==> src/sssd_pkg.sv <==
// package: constants and types for the seven-segment scan driver
// ----------------------------------------------------------------
// Behaviour
// - any of the 16 hex font patterns 0 to F can be shown on any digit.
// - seven shared segment lines A to G plus a decimal point serve all digits.
// - digit enables and segment lines are active low: 0 enables or lights.
// - the four digit enables are asserted one at a time in an endless cycle.
// - all four digits are revisited once every 1 to 16 ms.
// - the refresh rate stays well above the 45 Hz flicker point.
// - a digit's pattern is on the segment lines exactly while it is enabled.
// - enable 0 is the rightmost digit; B,C shows one and A,B,C shows seven.
// ----------------------------------------------------------------
package sssd_pkg;
  localparam int unsigned CLK_HZ = 250_000_000;
  localparam int unsigned DIGIT_US = 1000;
  localparam int unsigned DIGIT_CYCLES = CLK_HZ / 1_000_000 * DIGIT_US;
  localparam int unsigned NUM_DIGITS = 4;
  localparam logic [3:0] ENABLES_OFF = 4'hf;
  localparam logic [7:0] CATHODES_OFF = 8'hff;

  // segment lines, active low, bit 0 = segment a ... bit 6 = g, bit 7 = dp
  typedef struct packed {
    logic decimal_point_n;
    logic [6:0] segment_cathode_n;
  } sssd_seg_t;

  typedef struct packed {
    logic dp;
    logic [3:0] value;
  } sssd_digit_t;
endpackage

==> src/sssd_scan_driver.sv <==
// module: four-digit common-anode seven-segment scan driver
`timescale 1ns/10ps
`default_nettype none
module sssd_scan_driver
  import sssd_pkg::*;
#(
  parameter int unsigned DIGIT_TICKS = DIGIT_CYCLES
) (
  // clock and reset
  input wire logic mclk_in,
  input wire logic rstn_in,
  // display values, digit 0 rightmost
  input wire sssd_digit_t digits_in [NUM_DIGITS],
  // display pins
  output logic [3:0] digit_enable_n_out,
  output sssd_seg_t segments_out
);
  // ----------------------------------------------------------------
  // divider and digit index
  // ----------------------------------------------------------------
  logic [31:0] div_q, div_d;
  logic [1:0] idx_q, idx_d;
  logic tick;

  always_comb begin
    tick = (div_q == 32'(DIGIT_TICKS - 1));
    div_d = tick ? 32'h0 : div_q + 32'h1;
    idx_d = tick ? idx_q + 2'h1 : idx_q;
  end

  always_ff @(posedge mclk_in) begin
    if (!rstn_in) begin
      // preload to the last count of the last digit so that the first edge
      // out of reset enters digit 0 with a full dwell, not one cycle short
      div_q <= 32'(DIGIT_TICKS - 1);
      idx_q <= 2'(NUM_DIGITS - 1);
    end else begin
      div_q <= div_d;
      idx_q <= idx_d;
    end
  end

  // ----------------------------------------------------------------
  // decode and output registers
  // ----------------------------------------------------------------
  // enable and pattern register on the same edge so no ghosting occurs
  logic [3:0] en_q, en_d;
  sssd_seg_t seg_q, seg_d;
  sssd_digit_t cur;
  logic [6:0] lit;

  always_comb begin
    cur = digits_in[idx_d];
    // lit bits active high: a..g = bit 0..6
    unique case (cur.value)
      4'h0: lit = 7'h3f;
      4'h1: lit = 7'h06;
      4'h2: lit = 7'h5b;
      4'h3: lit = 7'h4f;
      4'h4: lit = 7'h66;
      4'h5: lit = 7'h6d;
      4'h6: lit = 7'h7d;
      4'h7: lit = 7'h07;
      4'h8: lit = 7'h7f;
      4'h9: lit = 7'h6f;
      4'ha: lit = 7'h77;
      4'hb: lit = 7'h7c;
      4'hc: lit = 7'h39;
      4'hd: lit = 7'h5e;
      4'he: lit = 7'h79;
      4'hf: lit = 7'h71;
    endcase
    seg_d.segment_cathode_n = ~lit;
    seg_d.decimal_point_n = ~cur.dp;
    en_d = ~(4'h1 << idx_d);
  end

  always_ff @(posedge mclk_in) begin
    if (!rstn_in) begin
      en_q <= ENABLES_OFF;
      seg_q <= CATHODES_OFF;
    end else begin
      en_q <= en_d;
      seg_q <= seg_d;
    end
  end

  assign digit_enable_n_out = en_q;
  assign segments_out = seg_q;

  // ----------------------------------------------------------------
  // check helpers
  // ----------------------------------------------------------------
  // dwell and frame lengths are counted here rather than by repetitions,
  // which would have to unroll DIGIT_TICKS deep in the tools
  logic en_moved;
  logic frame_start;
  logic [31:0] dwell_q, dwell_d;
  logic [31:0] frame_q, frame_d;

  always_comb begin
    en_moved = (en_d != en_q);
    frame_start = en_moved && (en_d == 4'he);
    dwell_d = en_moved ? 32'h1 : dwell_q + 32'h1;
    frame_d = frame_start ? 32'h1 : frame_q + 32'h1;
  end

  always_ff @(posedge mclk_in) begin
    if (!rstn_in) begin
      dwell_q <= 32'h0;
      frame_q <= 32'h0;
    end else begin
      dwell_q <= dwell_d;
      frame_q <= frame_d;
    end
  end

  // ----------------------------------------------------------------
  // checks: scan order and timing
  // ----------------------------------------------------------------
  // the move out of the blank reset state is not a dwell and is skipped
  one_hot_en_a: assert property (
    @(posedge mclk_in) disable iff (!rstn_in)
    $past(rstn_in) |-> $onehot(~en_q))
    else $error("enable not one-hot");

  advance_a: assert property (
    @(posedge mclk_in) disable iff (!rstn_in)
    tick |=> idx_q == 2'($past(idx_q) + 2'h1))
    else $error("bad advance");

  advance_rot_a: assert property (
    @(posedge mclk_in) disable iff (!rstn_in)
    tick && $past(rstn_in) |=> en_q == {$past(en_q[2:0]), $past(en_q[3])})
    else $error("digit did not rotate");

  hold_a: assert property (
    @(posedge mclk_in) disable iff (!rstn_in)
    !tick && $past(rstn_in) |=> $stable(en_q))
    else $error("early change");

  refresh_a: assert property (
    @(posedge mclk_in) disable iff (!rstn_in)
    div_q < 32'(DIGIT_TICKS))
    else $error("divider overrun");

  idx_enable_a: assert property (
    @(posedge mclk_in) disable iff (!rstn_in)
    $past(rstn_in) |-> en_q == ~(4'h1 << idx_q))
    else $error("enable does not match index");

  dwell_length_a: assert property (
    @(posedge mclk_in) disable iff (!rstn_in)
    en_moved && en_q != ENABLES_OFF |-> dwell_q == 32'(DIGIT_TICKS))
    else $error("digit dwell wrong");

  frame_length_a: assert property (
    @(posedge mclk_in) disable iff (!rstn_in)
    frame_start && en_q != ENABLES_OFF
    |-> frame_q == 32'(NUM_DIGITS * DIGIT_TICKS))
    else $error("refresh period wrong");

  div_wrap_a: assert property (
    @(posedge mclk_in) disable iff (!rstn_in)
    tick |=> div_q == 32'h0)
    else $error("divider did not wrap");

  div_count_a: assert property (
    @(posedge mclk_in) disable iff (!rstn_in)
    !tick |=> div_q == 32'($past(div_q) + 32'h1))
    else $error("divider skipped a count");

  // ----------------------------------------------------------------
  // checks: reset
  // ----------------------------------------------------------------
  reset_blank_a: assert property (
    @(posedge mclk_in)
    !rstn_in |=> en_q == ENABLES_OFF)
    else $error("reset not blank");

  reset_segments_a: assert property (
    @(posedge mclk_in)
    !rstn_in |=> seg_q == CATHODES_OFF)
    else $error("segments lit in reset");

  first_digit_a: assert property (
    @(posedge mclk_in)
    !rstn_in ##1 rstn_in |=> en_q == 4'he)
    else $error("scan did not start at digit 0");

  // ----------------------------------------------------------------
  // checks: segment patterns
  // ----------------------------------------------------------------
  pattern_a: assert property (
    @(posedge mclk_in) disable iff (!rstn_in)
    $past(rstn_in) && digits_in[idx_d].value == 4'h1 && !digits_in[idx_d].dp
    |=> seg_q == 8'hf9)
    else $error("one pattern wrong");

  dp_a: assert property (
    @(posedge mclk_in) disable iff (!rstn_in)
    $past(rstn_in) |-> seg_q.decimal_point_n == ~$past(cur.dp))
    else $error("dp mismatch");

  eight_lit_a: assert property (
    @(posedge mclk_in) disable iff (!rstn_in)
    $past(rstn_in) && $past(cur.value) == 4'h8
    |-> seg_q.segment_cathode_n == 7'h00)
    else $error("eight not fully lit");

  seven_pattern_a: assert property (
    @(posedge mclk_in) disable iff (!rstn_in)
    $past(rstn_in) && $past(cur.value) == 4'h7
    |-> seg_q.segment_cathode_n == 7'h78)
    else $error("seven pattern wrong");

  zero_pattern_a: assert property (
    @(posedge mclk_in) disable iff (!rstn_in)
    $past(rstn_in) && $past(cur.value) == 4'h0
    |-> seg_q.segment_cathode_n == 7'h40)
    else $error("zero pattern wrong");
endmodule
`default_nettype wire

==> config.mk <==
export PLATFORM = sky130hd
export DESIGN_NAME = sssd_scan_driver
export DESIGN_NICKNAME = d
export VERILOG_FILES = /design/src/sssd_pkg.sv /design/src/sssd_scan_driver.sv
export SDC_FILE = /design/constraint.sdc
export NUM_CORES = 1
export LEC_CHECK = 0
export ABC_AREA = 1
export BUFFER_PORTS_ARGS = -buffer_cell sky130_fd_sc_hd__buf_2
export CELL_PAD_IN_SITES_DETAIL_PLACEMENT = 1
export CELL_PAD_IN_SITES_GLOBAL_PLACEMENT = 1
export CORE_MARGIN = 2
export CORE_UTILIZATION = 44
export DETAILED_ROUTE_END_ITERATION = 7
export PLACE_DENSITY_LB_ADDON = 0.1
export SYNTH_ARGS = -nofsm -noshare
export SYNTH_HDL_FRONTEND = slang
export SYNTH_SLANG_ARGS = --single-unit
==> constraint.sdc <==
create_clock -name mclk_in -period 3.62 [get_ports mclk_in]
set_input_delay 0.181 -clock mclk_in [delete_from_list [all_inputs] [get_ports mclk_in]]
set_output_delay 0.181 -clock mclk_in [all_outputs]
set_load 0.005 [all_outputs]
==> flow_summary.ini <==
[run_status]
status = completed

[clock_network]
ctsResizeCount = 0
clkTransAtPathRegs_ns = 0.09
numCtsBuffers = 5
clock-sinks = 46
htree_num_levels = 2
clockBufferDepth = 2
clk_root_buffer_cell = clkbuf_8
cts_hold_repair.buffers = 0
clock_latency_ns = 0.29
cts_tree = yes
cts_setup_buffers = 0

[timing]
setup_viol = 0
skew_ns = 0.00522
relSlewSlack = 0.697
worst_slew_pin_slew_ns = 0.451
rsz0062_at_grt = false
post-route-period-util = 0.716
post-route-min-period_ns = 2.59
hold_viol = 0
tns_ns = 0
drv_slew = 0
max_freq_mhz = 386
finalHoldWorstSlack_ns = 0.249

[detailed_routing]
vias = 2565
drt-initial-drc-count = 58
post_drt_wl_per_cell_um = 13.2
firstDrtPassIters = 4
viasPerCell = 5.04
ant_nets = 0
wl_mm = 6.69
drc = 0

[place]
place_congestion = 0.882
portBuffers = 33
dp_hpwl_mm = 5.39

[synth]
syn_nets = 428
synth_warnings = 0
avgSynthCellArea_um2 = 6.81
synthTopCellsByArea = dfxtp_1 34%, nand2_1 14%, nor2_1 6.4%
syn_inst = 398
synth.distinct_cells = 37
synth_area_um2 = 2710
synth_top_area_frac = 0.340
yosysSeqAreaShare = 0.340
ys_ff_latch = 46
yosys.area.top_type = dfxtp_1

[worst_setup_path]
critPathSlowestCell = dfxtp_1
cp.required_ns = 3.80
cpLargestDelayFamily = simple AND/OR/NAND/NOR gates
slowest_delay_ns = 0.37
cp.arrival_ns = 2.77
worst-path-buf-inv = 1
cp-start-kind = flop
r2r_setup_slack_ns = 1.03
crit_type = reg -> reg
crit_chain = ha_1 > nand2_2 > nor2_4 > nand3_2 > nor2_4 > nand3_4 > nand2_4 > nand2_1 > o21ai_2 > nand2_1 > nand2_2 > inv_1 > ha_1 > nand3b_1 > nand3_1 > nand3_1
crit_fanout = 16
endpoint_kind = flop

[global_route]
use_met1 = 0.267
antenna_found_initial = 0
grt_max_degree = 23
grt_use_met3 = 0.0293
track_usage = 0.217
grt_pass1_vias = 2612
grt_pass1_wl_mm = 11.5
overflow = 0
busiest_layer = met2
grtUsageMet2 = 0.398

[flow_run]
maxCapViolations = 0

[floorplan]
num_rows = 28
initial_utilization = 0.458
dieHeight_um = 82.5
dieWidth_um = 82.5
pin_count = 34
core_um2 = 5920
dieArea_um2 = 6800

[power]
p_switching_uw = 420
power.leakage_uw = 0.00138
p_int_uw = 831
p_comb_frac = 0.276
p_seq_frac = 0.460
p_per_area_nw_per_um2 = 413
switching_share = 0.336
power.total_uw = 1250
clockPowerShare = 0.265
worst_ir_drop_vdd_uv = 243

[layout]
final_common_cell = nand2_1
n_fill_cell = 833
antenna_cells = 0
layout_common_cells = 103 x nand2_1, 46 x nor2_1, 46 x dfxtp_1
area_delta_synth_final_pct = 11.8
nets = 463
multi_input_area_um2 = 1550
regArea_um2 = 921
drive_above_1_share = 0.189

[hold_path]
min_path_type = in -> reg
cells in the mapped netlist:
library cell / n
ha_1: 8
nor2_4: 4
inv_4: 1
or2_2: 2
o21ai_2: 1
nor3_4: 1
nor4_1: 4
nand2_8: 1
nand3_4: 2
a21oi_1: 15
buf_2: 1
o21a_1: 1
xor2_1: 3
a31o_2: 1
nor4_2: 1
dfxtp_1: 46
nand4_1: 5
inv_2: 8
nor2_1: 46
buf_6: 2
inv_1: 45
nand3b_1: 4
nor2_2: 1
a21oi_2: 1
nor3_2: 1
nor3b_1: 1
nor3b_2: 1
nand3_2: 4
nand2_4: 4
clkbuf_1: 3
xnor2_1: 2
nand2_2: 7
nand3_1: 34
nand2_1: 103
o21ai_0: 17
nor3_1: 15
o21ai_1: 2
layer usage:
layer | vias up | routed length (µm) | share of wire
met5 | - | 0 | 0
met4 | 0 | 75 | 0.011
met3 | 6 | 132 | 0.020
met2 | 33 | 3300 | 0.49
met1 | 1189 | 3190 | 0.48
li1 | 1337 | - | -
final cells by class:
class | instances | share of cell area
Multi-Input combinational cell | 292 | 0.510
Sequential cell | 46 | 0.304
Inverter | 54 | 0.0677
Timing Repair Buffer | 34 | 0.0570
Tap cell | 75 | 0.0310
Clock buffer | 7 | 0.0285
Clock inverter | 1 | 0.00165
worst register-to-register path, stage by stage, from the launching register on:
cell and delay [ns]:
dfxtp_1 0.37, ha_1 0.20, nand2_2 0.09, nor2_4 0.13, nand3_2 0.10, nor2_4 0.21, nand3_4 0.16, nand2_4 0.20
nand2_1 0.08, o21ai_2 0.06, nand2_1 0.07, nand2_2 0.11, inv_1 0.09, ha_1 0.27, nand3b_1 0.18, nand3_1 0.10
nand3_1 0.08
metrics by stage:
stage / instances / utilization / cell area, µm² / setup slack, ns
finish: 509 / 0.512 / 3030 / 1.03
floorplan: 398 / - / 2710 / 1.25
global route: 509 / 0.512 / 3030 / 0.736
CTS: 509 / 0.512 / 3030 / 1.00
detailed placement: 501 / 0.496 / 2940 / 1.01
global placement: 501 / 0.496 / 2940 / 1.16
power by group through the flow:
stage          Clock, µW  Combinational, µW  Sequential [µW]
3_5_place_dp           0                349              588
4_1_cts              339                352              576
5_1_grt              359                398              581
6_report             331                345              575
2_1_floorplan          0                255              587
3_3_place_gp           0                336              585
worst paths after layout:
path / cells past startpoint / from / to
max: 16 / div_q[0]$_SDFF_PN1_ / segments_out[3]$_SDFF_PN1_
min: 2 / rstn_in / div_q[12]$_SDFF_PN1_
max reg2reg: 16 / div_q[0]$_SDFF_PN1_ / segments_out[3]$_SDFF_PN1_
min reg2reg: 1 / idx_q[1]$_SDFF_PN1_ / digit_enable_n_out[3]$_SDFF_PN1_
flip-flops by register name, summed over array words and instances, names as in the netlist:
register and cells:
div_q 32, segments_out 8, digit_enable_n_out 4, idx_q 2
cell families (layout without fill, tap and decap cells):
logic type / Yosys count / count (layout) / synth area share
xor+xnor: 5 / 5 / 0.0162
flops: 46 / 46 / 0.340
buf+inv: 60 / 96 / 0.0900
compound gates: 38 / 38 / 0.0753
fa+ha+maj: 8 / 8 / 0.0369
simple gates: 241 / 241 / 0.442
Power figures use the tool's default switching activity.
